==> config.mk <==
export PLATFORM = sky130hd
export DESIGN_NAME = sse_exec
export DESIGN_NICKNAME = d
export VERILOG_FILES = /design/src/sse_pkg.sv /design/src/sse_addr_resolve.sv /design/src/sse_exec.sv
export SDC_FILE = /design/constraint.sdc
export NUM_CORES = 1
export LEC_CHECK = 0
export BUFFER_PORTS_ARGS = -buffer_cell sky130_fd_sc_hd__buf_2
export CORE_ASPECT_RATIO = 1.4
export CORE_UTILIZATION = 40
export CTS_BUF_LIST = sky130_fd_sc_hd__clkbuf_8 sky130_fd_sc_hd__clkbuf_16
export DETAILED_ROUTE_END_ITERATION = 16
export GPL_TIMING_DRIVEN = 0
export MAX_ROUTING_LAYER = met4
export SYNTH_ARGS = -nofsm -noshare
export SYNTH_HDL_FRONTEND = slang
export SYNTH_SLANG_ARGS = --single-unit
==> constraint.sdc <==
create_clock -name core_clk -period 4.6 [get_ports core_clk]
set_input_delay 1.15 -clock core_clk [delete_from_list [all_inputs] [get_ports core_clk]]
set_output_delay 1.15 -clock core_clk [all_outputs]
set_load 0.05 [all_outputs]
==> src/sse_pkg.sv <==
// shared constants for the shift/subtract/swap execution block
// assumes a byte-wide instruction stream and a 12-bit register file outside
package sse_pkg;

  // ****************************************
  // opcodes handled by this block
  // ****************************************
  localparam logic [7:0] OPC_LOAD_PTR = 8'h01;
  localparam logic [7:0] OPC_PREFIX   = 8'h1F;
  localparam logic [7:0] OPC_SHR_REG  = 8'hC0;
  localparam logic [7:0] OPC_SHR_IND  = 8'hC1;
  localparam logic [7:0] OPC_STOP     = 8'h6F;
  localparam logic [7:0] OPC_SUB_WW   = 8'h22;
  localparam logic [7:0] OPC_SUB_WI   = 8'h23;
  localparam logic [7:0] OPC_SUB_RR   = 8'h24;
  localparam logic [7:0] OPC_SUB_RI   = 8'h25;
  localparam logic [7:0] OPC_SUB_RM   = 8'h26;
  localparam logic [7:0] OPC_SUB_IM   = 8'h27;
  localparam logic [7:0] OPC_EXTENDED_MINUS_OP_EE  = 8'h28;
  localparam logic [7:0] OPC_EXTENDED_MINUS_OP_EM  = 8'h29;
  localparam logic [7:0] OPC_SWAP_REG = 8'hF0;
  localparam logic [7:0] OPC_SWAP_IND = 8'hF1;

  // ****************************************
  // escapes, reset values, operand counts
  // ****************************************
  localparam logic [3:0]  ESC_NIBBLE   = 4'hE;
  localparam logic [7:0]  ESC_EXT_BYTE = 8'hEE;
  localparam logic [7:0]  PTR_RESET    = 8'h00;
  localparam logic [11:0] ADDR_RESET   = 12'h000;
  localparam logic [7:0]  BYTE_RESET   = 8'h00;
  localparam logic [1:0]  NEED_ONE     = 2'h1;
  localparam logic [1:0]  NEED_TWO     = 2'h2;
  localparam logic [1:0]  NEED_THREE   = 2'h3;

  // operand address forms
  typedef enum logic [1:0] {
    M_WORK = 2'h0,
    M_REG8 = 2'h1,
    M_EXT  = 2'h2,
    M_RAW  = 2'h3
  } sse_mode_t;

  // execution states, one-hot
  typedef enum logic [7:0] {
    S_IDLE = 8'h01,
    S_PFX  = 8'h02,
    S_OPER = 8'h04,
    S_SRCP = 8'h08,
    S_SRCR = 8'h10,
    S_DSTP = 8'h20,
    S_DSTR = 8'h40,
    S_HALT = 8'h80
  } sse_state_t;

endpackage

==> src/sse_addr_resolve.sv <==
// operand address resolver: turns an operand field into a 12-bit file address
// assumes group_page_pointer is stable while the address is in use
`timescale 1ns/1ps
module sse_addr_resolve
  import sse_pkg::*;
(
  // operand field
  input  wire sse_mode_t   mode,
  input  wire logic [11:0] val,
  // pointer: group in [7:4], page in [3:0]
  input  wire logic [7:0]  group_page_pointer,
  // resolved address
  output logic      [11:0] addr
);

  logic [11:0] work_addr;

  // working register sits at page, group, low nibble
  assign work_addr = {group_page_pointer[3:0], group_page_pointer[7:4], val[3:0]};

  // escape check per form; indirect targets are never escaped
  always_comb
  begin
    addr = work_addr;
    unique case (mode)
      M_WORK: addr = work_addr;
      M_REG8:
      begin
        if (val[7:4] == ESC_NIBBLE)
          addr = work_addr;
        else
          addr = {group_page_pointer[3:0], val[7:0]};
      end
      M_EXT:
      begin
        if (val[11:4] == ESC_EXT_BYTE)
          addr = work_addr;
        else
          addr = val;
      end
      M_RAW: addr = {group_page_pointer[3:0], val[7:0]};
    endcase
  end

endmodule

==> src/sse_exec.sv <==
// execution logic for logical shift right, pointer load, stop,
// byte subtract (compact and extended forms) and nibble swap
// assumes the register file answers reads in the same cycle (combinational)
// and that instruction bytes arrive in stream order on byte_data
//
// Contract
// - shift right moves byte down one, old bit 0 to carry, top bit zero.
// - after shift: zero from result, sign cleared, overflow computed (code clears V instead), D and H kept.
// - shift uses prefix 1F then C0 or C1, then one address byte.
// - 8-bit address with upper nibble E selects working register by low nibble.
// - locations E0-EF reached only via group E or indirect addressing.
// - pointer load: upper nibble is group, lower nibble is page.
// - a group is sixteen consecutive locations; pointer F0 maps to 0F0-0FF.
// - halt opcode 6F enters stopped state, flags untouched.
// - subtract writes destination minus source; source left as is.
// - carry and half-carry from borrows; Z S V from result; D set.
// - compact subtracts on 22 to 27; full forms give source byte first.
// - extended subtract 28 and 29 with split 12-bit operand bytes.
// - 12-bit address with upper byte EE selects a working register.
// - E00-EFF reached in extended mode by page E and chosen group.
// - swap exchanges destination nibbles and writes back.
// - swap sets Z and S from result; D and H kept.
`timescale 1ns/1ps
module sse_exec
  import sse_pkg::*;
(
  // clock and reset
  input  wire logic        core_clk,
  input  wire logic        nrst,
  // instruction byte stream
  input  wire logic        byte_valid,
  input  wire logic [7:0]  byte_data,
  output logic             byte_ready,
  // register file read
  output logic             rf_rd_en,
  output logic      [11:0] rf_rd_addr,
  input  wire logic [7:0]  rf_rd_data,
  // register file write
  output logic             rf_wr_en,
  output logic      [11:0] rf_wr_addr,
  output logic      [7:0]  rf_wr_data,
  // condition flags
  output logic             flag_c,
  output logic             flag_z,
  output logic             flag_s,
  output logic             flag_v,
  output logic             flag_d,
  output logic             flag_h,
  // status and control
  output logic      [7:0]  group_page_pointer,
  output logic             stopped,
  output logic             busy,
  output logic             illegal_opcode,
  input  wire logic        stop_wake
);

  // ****************************************
  // state and storage
  // ****************************************
  sse_state_t  state_r;
  sse_state_t  state_nxt;
  logic [7:0]  opcode_r;
  logic [7:0]  b0_r;
  logic [7:0]  b1_r;
  logic [7:0]  b2_r;
  logic [1:0]  cnt_r;
  logic [7:0]  src_ptr_r;
  logic [7:0]  dst_ptr_r;
  logic [7:0]  src_val_r;
  logic [7:0]  ptr_r;
  logic        c_r, z_r, s_r, v_r, d_r, h_r;
  logic        wr_en_r;
  logic [11:0] wr_addr_r;
  logic [7:0]  wr_data_r;
  logic        illegal_r;

  // decode of held opcode
  logic        is_shr, is_swap, is_sub, is_srp;
  logic        src_ind, src_imm, dst_ind;
  logic [1:0]  need;
  logic [7:0]  imm;
  sse_mode_t   src_mode_b, dst_mode_b, src_mode, dst_mode;
  logic [11:0] src_val_b, dst_val_b, src_val, dst_val;
  logic [11:0] src_addr, dst_addr;
  logic        take, last_oper, known_op, pfx_ok;
  logic [7:0]  dv, sv, res;
  logic [8:0]  diff9;
  logic [4:0]  diff5;

  // ****************************************
  // opcode decode
  // ****************************************
  assign is_shr  = (opcode_r == OPC_SHR_REG) || (opcode_r == OPC_SHR_IND);
  assign is_swap = (opcode_r == OPC_SWAP_REG) || (opcode_r == OPC_SWAP_IND);
  assign is_sub  = (opcode_r >= OPC_SUB_WW) && (opcode_r <= OPC_EXTENDED_MINUS_OP_EM);
  assign is_srp  = (opcode_r == OPC_LOAD_PTR);
  assign src_ind = (opcode_r == OPC_SUB_WI) || (opcode_r == OPC_SUB_RI);
  assign src_imm = (opcode_r == OPC_SUB_RM) || (opcode_r == OPC_SUB_IM) || (opcode_r == OPC_EXTENDED_MINUS_OP_EM);
  assign dst_ind = (opcode_r == OPC_SUB_IM) || (opcode_r == OPC_SHR_IND) || (opcode_r == OPC_SWAP_IND);
  assign known_op = (byte_data == OPC_LOAD_PTR) || (byte_data == OPC_SWAP_REG) ||
                    (byte_data == OPC_SWAP_IND) ||
                    ((byte_data >= OPC_SUB_WW) && (byte_data <= OPC_EXTENDED_MINUS_OP_EM));
  assign pfx_ok  = (byte_data == OPC_SHR_REG) || (byte_data == OPC_SHR_IND);

  // operand layout per opcode; full forms carry source first
  always_comb
  begin
    need       = NEED_ONE;
    imm        = b1_r;
    src_mode_b = M_REG8;
    src_val_b  = {4'h0, b0_r};
    dst_mode_b = M_REG8;
    dst_val_b  = {4'h0, b0_r};
    unique case (opcode_r)
      OPC_SUB_WW, OPC_SUB_WI:
      begin
        src_mode_b = M_WORK;
        src_val_b  = {8'h00, b0_r[3:0]};
        dst_mode_b = M_WORK;
        dst_val_b  = {8'h00, b0_r[7:4]};
      end
      OPC_SUB_RR, OPC_SUB_RI:
      begin
        need      = NEED_TWO;
        dst_val_b = {4'h0, b1_r};
      end
      OPC_SUB_RM, OPC_SUB_IM: need = NEED_TWO;
      OPC_EXTENDED_MINUS_OP_EE, OPC_EXTENDED_MINUS_OP_EM:
      begin
        need       = NEED_THREE;
        imm        = b0_r;
        src_mode_b = M_EXT;
        src_val_b  = {b0_r, b1_r[7:4]};
        dst_mode_b = M_EXT;
        dst_val_b  = {b1_r[3:0], b2_r};
      end
      default: need = NEED_ONE;
    endcase
  end

  // indirect reads resolve the fetched pointer without escape
  assign src_mode = (src_ind && state_r == S_SRCR) ? M_RAW : src_mode_b;
  assign src_val  = (src_ind && state_r == S_SRCR) ? {4'h0, src_ptr_r} : src_val_b;
  assign dst_mode = (dst_ind && state_r == S_DSTR) ? M_RAW : dst_mode_b;
  assign dst_val  = (dst_ind && state_r == S_DSTR) ? {4'h0, dst_ptr_r} : dst_val_b;

  sse_addr_resolve u_src_res (
    .mode               (src_mode),
    .val                (src_val),
    .group_page_pointer (ptr_r),
    .addr               (src_addr)
  );

  sse_addr_resolve u_dst_res (
    .mode               (dst_mode),
    .val                (dst_val),
    .group_page_pointer (ptr_r),
    .addr               (dst_addr)
  );

  // ****************************************
  // sequencing
  // ****************************************
  assign byte_ready = (state_r == S_IDLE) || (state_r == S_PFX) || (state_r == S_OPER);
  assign take       = byte_valid && byte_ready;
  assign last_oper  = (cnt_r == need - NEED_ONE);

  // next state; stop parks until a wake request
  always_comb
  begin
    state_nxt = state_r;
    unique case (state_r)
      S_IDLE:
        if (take)
        begin
          if (byte_data == OPC_STOP)
            state_nxt = S_HALT;
          else if (byte_data == OPC_PREFIX)
            state_nxt = S_PFX;
          else if (known_op)
            state_nxt = S_OPER;
        end
      S_PFX:
        if (take)
          state_nxt = pfx_ok ? S_OPER : S_IDLE;
      S_OPER:
        if (take && last_oper)
        begin
          if (is_srp)
            state_nxt = S_IDLE;
          else if (src_ind)
            state_nxt = S_SRCP;
          else if (is_sub && !src_imm)
            state_nxt = S_SRCR;
          else if (dst_ind)
            state_nxt = S_DSTP;
          else
            state_nxt = S_DSTR;
        end
      S_SRCP: state_nxt = S_SRCR;
      S_SRCR: state_nxt = dst_ind ? S_DSTP : S_DSTR;
      S_DSTP: state_nxt = S_DSTR;
      S_DSTR: state_nxt = S_IDLE;
      S_HALT:
        if (stop_wake)
          state_nxt = S_IDLE;
    endcase
  end

  always_ff @(posedge core_clk or negedge nrst)
  begin
    if (!nrst)
      state_r <= S_IDLE;
    else
      state_r <= state_nxt;
  end

  // opcode and operand capture
  always_ff @(posedge core_clk or negedge nrst)
  begin
    if (!nrst)
    begin
      opcode_r <= BYTE_RESET;
      b0_r     <= BYTE_RESET;
      b1_r     <= BYTE_RESET;
      b2_r     <= BYTE_RESET;
      cnt_r    <= 2'h0;
    end
    else if (take)
    begin
      if (state_r != S_OPER)
      begin
        opcode_r <= byte_data;
        cnt_r    <= 2'h0;
      end
      else
      begin
        cnt_r <= cnt_r + NEED_ONE;
        unique case (cnt_r)
          2'h0:    b0_r <= byte_data;
          2'h1:    b1_r <= byte_data;
          default: b2_r <= byte_data;
        endcase
      end
    end
  end

  // pointer, source and destination reads from the register file
  assign rf_rd_en   = (state_r == S_SRCP) || (state_r == S_SRCR) ||
                      (state_r == S_DSTP) || (state_r == S_DSTR);
  assign rf_rd_addr = ((state_r == S_SRCP) || (state_r == S_SRCR)) ? src_addr : dst_addr;

  always_ff @(posedge core_clk or negedge nrst)
  begin
    if (!nrst)
    begin
      src_ptr_r <= BYTE_RESET;
      dst_ptr_r <= BYTE_RESET;
      src_val_r <= BYTE_RESET;
    end
    else
    begin
      if (state_r == S_SRCP)
        src_ptr_r <= rf_rd_data;
      if (state_r == S_SRCR)
        src_val_r <= rf_rd_data;                  // source only read, never written
      if (state_r == S_DSTP)
        dst_ptr_r <= rf_rd_data;
    end
  end

  // pointer load on the immediate byte; flags untouched
  always_ff @(posedge core_clk or negedge nrst)
  begin
    if (!nrst)
      ptr_r <= PTR_RESET;
    else if (state_r == S_OPER && take && is_srp)
      ptr_r <= byte_data;
  end

  // ****************************************
  // arithmetic and write-back
  // ****************************************
  assign dv    = rf_rd_data;
  assign sv    = src_imm ? imm : src_val_r;
  assign diff9 = {1'b0, dv} - {1'b0, sv};
  assign diff5 = {1'b0, dv[3:0]} - {1'b0, sv[3:0]};

  // result mux
  always_comb
  begin
    res = diff9[7:0];
    if (is_shr)
      res = {1'b0, dv[7:1]};
    else if (is_swap)
      res = {dv[3:0], dv[7:4]};
  end

  // flag update happens only at destination read
  always_ff @(posedge core_clk or negedge nrst)
  begin
    if (!nrst)
    begin
      c_r <= 1'b0;
      z_r <= 1'b0;
      s_r <= 1'b0;
      v_r <= 1'b0;
      d_r <= 1'b0;
      h_r <= 1'b0;
    end
    else if (state_r == S_DSTR)
    begin
      z_r <= (res == BYTE_RESET);
      if (is_shr)
      begin
        c_r <= dv[0];
        s_r <= 1'b0;
        v_r <= 1'b0;                              // no signed overflow in a logical shift
      end
      else if (is_swap)
        s_r <= res[7];                            // c, v kept as undefined
      else
      begin
        c_r <= diff9[8];
        h_r <= diff5[4];
        s_r <= res[7];
        v_r <= (dv[7] != sv[7]) && (res[7] != dv[7]);
        d_r <= 1'b1;
      end
    end
  end

  // registered write port, one pulse per executed shift, subtract or swap
  always_ff @(posedge core_clk or negedge nrst)
  begin
    if (!nrst)
    begin
      wr_en_r   <= 1'b0;
      wr_addr_r <= ADDR_RESET;
      wr_data_r <= BYTE_RESET;
    end
    else
    begin
      wr_en_r <= (state_r == S_DSTR);
      if (state_r == S_DSTR)
      begin
        wr_addr_r <= dst_addr;
        wr_data_r <= res;
      end
    end
  end

  // unknown opcode or bad prefix follow-on: one-cycle pulse
  always_ff @(posedge core_clk or negedge nrst)
  begin
    if (!nrst)
      illegal_r <= 1'b0;
    else
      illegal_r <= take && (((state_r == S_IDLE) && !known_op && (byte_data != OPC_STOP) &&
                   (byte_data != OPC_PREFIX)) || ((state_r == S_PFX) && !pfx_ok));
  end

  assign rf_wr_en           = wr_en_r;
  assign rf_wr_addr         = wr_addr_r;
  assign rf_wr_data         = wr_data_r;
  assign flag_c             = c_r;
  assign flag_z             = z_r;
  assign flag_s             = s_r;
  assign flag_v             = v_r;
  assign flag_d             = d_r;
  assign flag_h             = h_r;
  assign group_page_pointer = ptr_r;
  assign stopped            = (state_r == S_HALT);
  assign busy               = !byte_ready && (state_r != S_HALT);
  assign illegal_opcode     = illegal_r;
endmodule

==> impl_metrics.py, run 1 <==
metrics = {
    "cts": {
        "cts_root_buf": "clkbuf_16",
        "numCtsBuffers": 9,
        "clockBufferDepth": 2,
        "clkSinkCount": 101,
        "cts.clk_slew.worst_paths_ps": 70,
        "clkLatencyLatePin_ps": 350,
        "cts_max_level": 3,
        "cts_tree": "done",
    },
    "grt": {
        "grt_max_degree": 55,
        "grt_overflow": 0,
        "track_usage_pct": 26.16,
        "antenna_found_initial": 0,
        "top_usage_layer": "met2",
        "grt_pass1_vias": 5466,
        "grt_use_met1_pct": 30.73,
        "use_met2_pct": 45.23,
        "grt_pass1_wl_um": 30580,
        "met3_usage_pct": 3.495,
    },
    "critical_path": {
        "path_cells": "or4b_1, buf_2, o41ai_2, a22o_1, nand4_4, a2111oi_0, a211oi_1, nor3_1, clkbuf_4",
        "cpPeakStageDelay_ps": 510,
        "start_kind": "register",
        "startpoint": "opcode_r[6]",
        "cp.arrival_ps": 3300,
        "cp_max_fo": 9,
        "crit_slowest_cell": "or4b_1",
        "r2r_start": "opcode_r[6]",
        "worstPathRequired_ps": 3450,
        "endpoint_kind": "output port",
        "crit_type": "register to output port",
    },
    "power_and_ir_drop": {
        "pwr-share-clk_pct": 14.5,
        "power.leakage_nw": 3.206,
        "p_sw_mw": 2.778,
        "finalPower_mw": 5.579,
        "ir_worst_vdd_v": 0.0003535,
        "p_per_area_nw_per_um2": 766.7,
        "p_comb_share_pct": 56.7,
        "p_int_mw": 2.800,
        "switching_share_pct": 49.81,
        "p_seq_share_pct": 28.8,
    },
    "detailed_routing": {
        "ant_nets": 0,
        "wl_um": 19890,
        "vias_per_cell": 5.884,
        "wire_per_inst_um": 21.09,
        "drtIter0Drc": 333,
        "vias": 5549,
        "dr.pass1.iters": 5,
        "drc": 0,
    },
    "logic_synthesis": {
        "syn_area_per_cell_um2": 9.447,
        "synth_warnings": 0,
        "synthCells": 656,
        "synth-edff-count": 0,
        "synth_seq_area_share_pct": 40.80,
        "synth-main-ff-cell": "dfrtp_1",
        "ys_types": 80,
        "syn-num-nets": 688,
        "ys_ff_latch": 101,
        "async_flop_share_pct": 100.0,
        "syn_area_um2": 6197,
    },
    "sta": {
        "holdWs_ps": 468.0,
        "setup_tns_ps": 0,
        "relSlewSlack_pct": 16.87,
        "rsz0062_at_grt": "yes",
        "fin_skew_ps": 10.24,
        "worstMarginPinSlew_ps": 1235,
        "finalSetupViolCount": 0,
        "slew_viol_final": 0,
        "max_freq_mhz": 224.6,
        "finalCritPeriodShare_pct": 96.78,
        "final-hold-violation-count": 0,
        "min_period_ps": 4452,
    },
    "finish": {
        "finalInstanceArea_um2": 7276,
        "n_fill_cell": 1427,
        "final_nets": 778,
        "layout_commonest_cell": "dfrtp_1",
        "areaGrowthSynthToFinish_pct": 17.40,
        "layout_common_cells": "100 x dfrtp_1, 93 x nand2_1, 75 x buf_2, 62 x mux2_2, 41 x nor2_1",
        "drive_above_1_share_pct": 26.90,
        "diodes": 0,
        "final_core_util_pct": 48.33,
    },
    "worst_hold_path": {
        "hold_path_class": "register to register",
        "worstHoldStart": "flag_d",
    },
    "die": {
        "rows": 53,
        "fp.dieArea_um2": 16000,
        "die_y_um": 149.3,
        "initial_core_util_pct": 41.17,
        "die_x_um": 107.2,
        "core_area_um2": 15050,
        "pin_count": 72,
    },
    "flow_run": {
        "maxCapViolCount": 0,
    },
    "place": {
        "hpwlAfterDp_um": 15530,
        "io_buffers": 69,
        "gp_congestion": 0.9146,
        "placed_area_um2": 6813,
    },
    "run_status": {
        "status": "completed",
    },
}
registers in the layout, indices dropped and copies added (netlist names), 2 cells and up:
signal              cells
src_ptr_r               8
opcode_r                8
b1_r                    8
b0_r                    8
dst_ptr_r               8
src_val_r               8
rf_wr_addr             12
rf_wr_data              7
b2_r                    8
group_page_pointer      8
state_r                 8
cnt_r                   2
layout make-up:
type	instances	area [µm²]	area share [%]
Tap cell	192	240.2	3.302
Timing Repair Buffer	81	462.9	6.363
Multi-Input combinational cell	492	3473	47.74
Clock buffer	9	225.2	3.095
Clock inverter	7	86.33	1.187
Sequential cell	101	2529	34.76
Inverter	22	85.08	1.169
Buffer	39	173.9	2.390
critical path: cells and delay by family (launching register included):
kind            cells  cell delay [ps]
buf+inv             2              480
simple gates        3              870
compound gates      4             1160
flops               1              450
final timing paths:
kind                       depth (start not counted)  slack (ps)                    end
max                                                9         150          rf_rd_addr[4]
max reg2reg                                       16         330                 flag_z
max in group asynchronous                          2        3030             state_r[0]
min in group asynchronous                          1         810  group_page_pointer[2]
min reg2reg                                        1         470                 flag_d
min                                                1         470                 flag_d
cells in the mapped netlist, drive strengths merged, types with 4 or more instances:
library cell / n / share of area (%)
ha: 11 / 2.2
a211oi: 6 / 0.73
o21a: 6 / 0.73
mux2: 62 / 11
xor2: 7 / 0.99
and2: 5 / 0.50
o22ai: 4 / 0.40
nor3: 25 / 2.1
a222oi: 4 / 0.65
o211ai: 8 / 0.97
nor4b: 4 / 1.0
a31oi: 13 / 1.4
a2bb2oi: 4 / 0.57
nand4b: 7 / 1.1
nand3: 6 / 0.48
nand2: 94 / 5.7
o21ai: 40 / 3.2
and3: 4 / 0.40
a22oi: 9 / 1.1
nor2: 43 / 2.6
nor2b: 6 / 0.61
o221ai: 4 / 0.57
inv: 22 / 1.3
dfrtp: 100 / 40
clkbuf: 29 / 1.8
buf: 12 / 1.1
nand4: 8 / 1.2
or2: 5 / 0.50
a21o: 4 / 0.48
a21oi: 32 / 2.6
o41ai: 4 / 0.57
a22o: 8 / 1.1
per-layer routing:
metal / share of wire (%) / vias to the layer above / wire length, µm
li1: - / 2600 / -
met1: 41 / 2753 / 8228
met2: 52 / 155 / 10320
met3: 3.8 / 41 / 748
met4: 3.0 / 0 / 596
met5: 0 / - / 0
what timing repair did:
| item | CTS | global route |
|---|---|---|
| gates resized for setup | 5 | 22 |
| pin swaps | 4 | 5 |
| hold buffers | 0 | 0 |
| buffers inserted | 6 | 5 |
| setup endpoints to repair | 15 | 14 |
stage by stage:
| step | instances | worst slack (ps) |
|---|---|---|
| CTS | 940 | 37.26 |
| global placement | 917 | -67.71 |
| detailed placement | 918 | -112.4 |
| finish | 943 | 148.1 |
| floorplan | 656 | 142.5 |
| global route | 943 | -29.73 |
cell families after synthesis:
group           after synthesis  synth area share, %
compound gates              178                20.15
xor+xnor                     10                1.413
fa+ha+maj                    12                2.544
buf+inv                      63                4.159
flops                       101                40.80
mux                          65                11.75
simple gates                227                19.18
power groups by stage:
stage	Combinational, mW	Sequential (mW)	Clock, mW
global route	3.40	1.65	0.854
CTS	3.11	1.57	0.823
detailed placement	3.08	1.59	0
global placement	3.04	1.57	0
finish	3.16	1.61	0.810
floorplan	1.93	1.93	0
No activity file was read; power rests on OpenSTA's default activity.
==> run 2: changes to the inputs <==
==> constraint.sdc (replaced) <==
create_clock -name core_clk -period 4.2 [get_ports core_clk]
set_input_delay 1.05 -clock core_clk [delete_from_list [all_inputs] [get_ports core_clk]]
set_output_delay 1.05 -clock core_clk [all_outputs]
set_load 0.05 [all_outputs]
==> impl_metrics.py, run 2 (synthesis gave the netlist of run 1 again) <==
metrics = {
    "detailed_routing": {
        "drtIter0Drc": 383,
        "drc": 0,
        "wl_um": 19830,
        "vias_per_cell": 5.918,
        "dr.pass1.iters": 5,
        "vias": 5622,
        "ant_nets": 0,
        "wire_per_inst_um": 20.87,
    },
    "finish": {
        "final_nets": 785,
        "diodes": 0,
        "largest_reg_flops": 12,
        "layout_commonest_cell": "dfrtp_1",
        "fin_cells": 950,
        "drive_above_1_share_pct": 30.87,
        "finalInstanceArea_um2": 7447,
        "final_core_util_pct": 49.47,
        "layout_common_cells": "97 x dfrtp_1, 92 x nand2_1, 69 x buf_2, 62 x mux2_2, 41 x nor2_1",
        "areaGrowthSynthToFinish_pct": 20.17,
    },
    "cts": {
        "clockBufferDepth": 2,
        "cts_root_buf": "clkbuf_16",
        "clkLatencyLatePin_ps": 350,
        "cts_tree": "done",
        "cts.clk_slew.worst_paths_ps": 70,
        "hold_buffers": 0,
        "cts_max_level": 3,
        "numCtsBuffers": 9,
        "clkSinkCount": 101,
    },
    "critical_path": {
        "r2r_setup_slack_ps": 170,
        "worstPathRequired_ps": 3150,
        "cp.arrival_ps": 3140,
        "crit_type": "register to output port",
        "r2r_start": "opcode_r[7]",
        "timing.rr.end": "flag_s",
        "cp_max_fo": 9,
        "reg2regPathDepth": 16,
        "start_kind": "register",
        "endpoint_kind": "output port",
    },
    "worst_hold_path": {
        "worst_hold_path.endpoint": "flag_d",
        "hold_depth": 1,
        "worstHoldStart": "flag_d",
        "hold_path_class": "register to register",
    },
    "flow_run": {
        "maxCapViolCount": 0,
    },
    "sta": {
        "final-hold-violation-count": 0,
        "rsz0062_at_grt": "yes",
        "max_freq_mhz": 238.9,
        "finalSetupViolCount": 0,
        "finalCritPeriodShare_pct": 99.65,
        "slew_viol_final": 0,
        "min_period_ps": 4185,
        "fin_skew_ps": 4.949,
        "worstMarginPinSlew_ps": 1250,
        "relSlewSlack_pct": 15.90,
    },
    "die": {
        "rows": 53,
        "core_area_um2": 15050,
        "initial_core_util_pct": 41.17,
        "die_x_um": 107.2,
        "pin_count": 72,
        "die_y_um": 149.3,
        "fp.dieArea_um2": 16000,
    },
    "grt": {
        "track_usage_pct": 26.39,
        "grt_overflow": 0,
        "grt_pass1_wl_um": 30910,
        "antenna_found_initial": 0,
        "grt_max_degree": 52,
        "grt_pass1_vias": 5488,
    },
    "power_and_ir_drop": {
        "ir_worst_vdd_v": 0.0003715,
        "power.leakage_nw": 3.279,
        "p_per_area_nw_per_um2": 828.8,
    },
    "place": {
        "dpl.cell_count": 918,
        "gp_congestion": 0.8916,
        "hpwlAfterDp_um": 15280,
        "placed_area_um2": 6818,
        "io_buffers": 69,
    },
    "run_status": {
        "status": "completed",
    },
}
-- run 2: cell count changes in the layout (fill, tap and decap cells not counted), sizes merged --
cell | previous run | this run
clkbuf | 37 | 36
buf | 92 | 103
bufinv | 2 | 0
clkinvlp | 2 | 1
inv | 25 | 24
clkinv | 0 | 1
-- run 2: worst max path at each step --
stage / start / endpoint / cells after the start
final: opcode_r[7] / rf_rd_addr[10] / 10
after global routing: opcode_r[4] / rf_rd_addr[10] / 10
after global placement: opcode_r[6] / flag_z / 16
after detailed placement: opcode_r[6] / flag_z / 16
after CTS: opcode_r[5] / rf_rd_addr[4] / 11
after floorplan: state_r[2] / rf_rd_addr[11] / 10
-- run 2: area by class of cell --
| class | count | area, µm² |
|---|---|---|
| clock inverter | 4 | 23.77 |
| sequential | 101 | 2532 |
| inverter | 22 | 85.08 |
| buffer | 37 | 190.2 |
| multi-input combinational | 492 | 3551 |
| fill | 1449 | 7606 |
| timing repair buffer | 90 | 558.0 |
| clock buffer | 12 | 266.5 |
| tap | 192 | 240.2 |
-- run 2: what timing repair did --
item,CTS,global route
setup endpoints to repair,20,15
buffers inserted,15,5
resized for setup,38,37
pin swaps,9,9
-- run 2: critical path, cell delays in order, from the launching register on --
cell,delay (ps)
dfrtp_2,440
or4b_4,490
buf_6,160
nor4_4,240
buf_4,180
a221o_2,200
nand4_4,140
a2111oi_4,450
a21oi_2,70
o221a_1,240
buf_6,160
-- run 2: per-stage QoR --
stage | hold slack [ps] | setup slack [ps] | setup TNS (ps) | total power, mW
2_1_floorplan | 449.7 | 74.34 | 0 | 4.228
3_3_place_gp | 445.8 | -463.8 | -2238 | 5.053
3_5_place_dp | 450.6 | -570.5 | -2907 | 5.110
4_1_cts | 467.5 | -11.92 | -11.92 | 6.075
5_1_grt | 494.0 | -110.9 | -483.1 | 6.535
6_report | 461.7 | 14.79 | 0 | 6.172
-- run 2: power by group --
| part | internal, mW | leakage (nW) | total [mW] | switching (mW) |
|---|---|---|---|---|
| combinational | 1.28 | 1.94 | 3.58 | 2.31 |
| clock | 0.448 | 0.147 | 0.819 | 0.371 |
| sequential | 1.37 | 1.19 | 1.77 | 0.398 |
| total | 3.10 | 3.28 | 6.17 | 3.07 |
-- run 2: per-layer routing --
layer,up-vias,track usage [%],wire (µm)
met5,-,-,0
met4,0,10.41,678
met3,36,3.626,960
met2,206,44.61,10070
met1,2764,31.61,8120
li1,2616,-,-
==> run 3: changes to the inputs <==
--- a/config.mk
+++ b/config.mk
@@ -7,7 +7,7 @@
 export LEC_CHECK = 0
 export BUFFER_PORTS_ARGS = -buffer_cell sky130_fd_sc_hd__buf_2
 export CORE_ASPECT_RATIO = 1.4
-export CORE_UTILIZATION = 40
+export CORE_UTILIZATION = 35
 export CTS_BUF_LIST = sky130_fd_sc_hd__clkbuf_8 sky130_fd_sc_hd__clkbuf_16
 export DETAILED_ROUTE_END_ITERATION = 16
 export GPL_TIMING_DRIVEN = 0
==> impl_metrics.py, run 3 (synthesis gave the netlist of run 1 again) <==
metrics = {
    "power_and_ir_drop": {
        "p_comb_share_pct": 58.3,
        "p_sw_mw": 3.055,
        "switching_share_pct": 49.70,
        "p_seq_share_pct": 28.7,
        "pwr-share-clk_pct": 13.0,
        "p_int_mw": 3.093,
        "ir_worst_vdd_v": 0.0003879,
        "power.leakage_nw": 3.282,
        "p_per_area_nw_per_um2": 818.0,
        "finalPower_mw": 6.148,
    },
    "cts": {
        "clkLatencyLatePin_ps": 350,
        "hold_buffers": 0,
        "cts.clk_slew.worst_paths_ps": 70,
        "clkSinkCount": 101,
        "clockBufferDepth": 2,
        "numCtsBuffers": 9,
        "cts_root_buf": "clkbuf_16",
        "cts_max_level": 3,
        "cts_tree": "done",
    },
    "finish": {
        "layout_common_cells": "97 x dfrtp_1, 93 x nand2_1, 64 x buf_2, 62 x mux2_2, 41 x nor2_1",
        "diodes": 0,
        "layout_commonest_cell": "dfrtp_1",
        "fin_cells": 999,
        "final_core_util_pct": 43.37,
        "largest_reg_flops": 12,
        "final_nets": 790,
        "drive_above_1_share_pct": 30.54,
        "areaGrowthSynthToFinish_pct": 21.28,
        "finalInstanceArea_um2": 7516,
    },
    "critical_path": {
        "cp_max_fo": 9,
        "cp.arrival_ps": 3160,
        "startpoint": "opcode_r[6]",
        "cp_num_buf_inv": 2,
        "reg2regPathDepth": 15,
        "crit_slowest_cell": "or4b_1",
        "r2r_start": "opcode_r[6]",
        "start_kind": "register",
        "crit_end": "rf_rd_addr[10]",
        "path_cells": "or4b_1, buf_4, o41ai_1, a22o_1, nand4_4, a2111oi_4, a21oi_1, o221a_1, buf_4",
        "timing.rr.end": "flag_z",
        "crit_family": "compound AO/OA/AOI/OAI gates",
        "endpoint_kind": "output port",
        "cpPeakStageDelay_ps": 510,
        "crit_type": "register to output port",
        "worstPathRequired_ps": 3150,
        "r2r_setup_slack_ps": 120,
        "path_depth": 9,
        "cp_common_cell": "buf_4",
    },
    "die": {
        "fp.dieArea_um2": 18250,
        "die_x_um": 114.5,
        "initial_core_util_pct": 35.76,
        "rows": 57,
        "die_y_um": 159.4,
        "core_area_um2": 17330,
        "pin_count": 72,
    },
    "sta": {
        "worstMarginPinSlew_ps": 1302,
        "rsz0062_at_grt": "yes",
        "finalCritPeriodShare_pct": 100.2,
        "final-hold-violation-count": 0,
        "fin_skew_ps": 7.190,
        "finalSetupViolCount": 1,
        "worst_slack_ps": -8.610,
        "min_period_ps": 4209,
        "max_freq_mhz": 237.6,
        "relSlewSlack_pct": 12.38,
        "slew_viol_final": 0,
    },
    "detailed_routing": {
        "ant_nets": 0,
        "vias": 5561,
        "wl_met2_um": 9935,
        "drtIter0Drc": 367,
        "drc": 0,
        "wl_um": 19360,
        "dr.max_layer_used": "met4",
        "dr.pass1.iters": 6,
        "wl_met3_um": 606,
        "wl_met1_um": 8124,
        "wire_per_inst_um": 19.38,
        "vias_per_cell": 5.567,
    },
    "grt": {
        "grt_pass1_wl_um": 29880,
        "grt_max_degree": 57,
        "grt_pass1_vias": 5473,
        "track_usage_pct": 21.98,
        "grt_overflow": 0,
        "antenna_found_initial": 0,
    },
    "place": {
        "io_buffers": 69,
        "hpwlAfterDp_um": 14620,
        "gp_congestion": 0.9357,
        "dpl.cell_count": 962,
        "placed_area_um2": 6873,
    },
    "flow_run": {
        "maxCapViolCount": 0,
    },
    "run_status": {
        "status": "finished with violations",
        "violations": "negative setup slack",
    },
    "worst_hold_path": {
        "hold_path_class": "register to register",
    },
}
run 3: power by group through the flow:
stage                     Combinational (mW)  Sequential, mW  Clock [mW]
after CTS                               3.48            1.74       0.814
after floorplan                         2.11            2.11           0
final                                   3.58            1.77       0.798
after global routing                    3.84            1.81       0.849
after global placement                  3.31            1.72           0
after detailed placement                3.34            1.73           0
run 3: area by class of cell:
| type | instances | area [µm²] |
|---|---|---|
| plain buffers | 35 | 176.4 |
| clock buffers | 10 | 239.0 |
| clock inverters | 6 | 38.79 |
| fillers | 1734 | 9814 |
| inverters | 22 | 85.08 |
| multi-input cells | 492 | 3541 |
| flip-flops and latches | 101 | 2532 |
| well taps | 236 | 295.3 |
| repair buffers | 97 | 608.1 |
run 3: what timing repair did:
item | 4_1_cts | 5_1_grt
gates resized for setup | 35 | 28
setup endpoints to repair | 19 | 15
buffers inserted | 17 | 10
cloned | 0 | 0
pin swaps | 10 | 16
hold endpoints to repair | 0 | 0
run 3: how the worst min path moves through the flow:
stage | startpoint | end | slack (ps) | cells past startpoint
final | flag_d | flag_d | 470 | 1
after global routing | rf_wr_addr[2] | rf_wr_addr[2] | 500 | 2
after CTS | flag_d | flag_d | 470 | 1
after detailed placement | flag_d | flag_d | 450 | 1
after global placement | flag_d | flag_d | 450 | 1
after floorplan | src_val_r[0] | src_val_r[0] | 450 | 2
run 3: through the flow:
stage	hold WS, ps	setup slack, ps	TNS, ps
6_report	465.4	-8.610	-8.610
5_1_grt	503.7	-108.5	-437.3
4_1_cts	471.6	8.737	0
3_5_place_dp	454.6	-380.5	-2507
3_3_place_gp	449.9	-356.3	-2278
2_1_floorplan	449.7	74.34	0
run 3: layer usage:
| metal | vias to the layer above | GRT usage [%] |
|---|---|---|
| met4 | 0 | 9.268 |
| met2 | 161 | 37.25 |
| met3 | 45 | 2.627 |
| li1 | 2626 | - |
| met1 | 2729 | 26.10 |
| met5 | - | - |
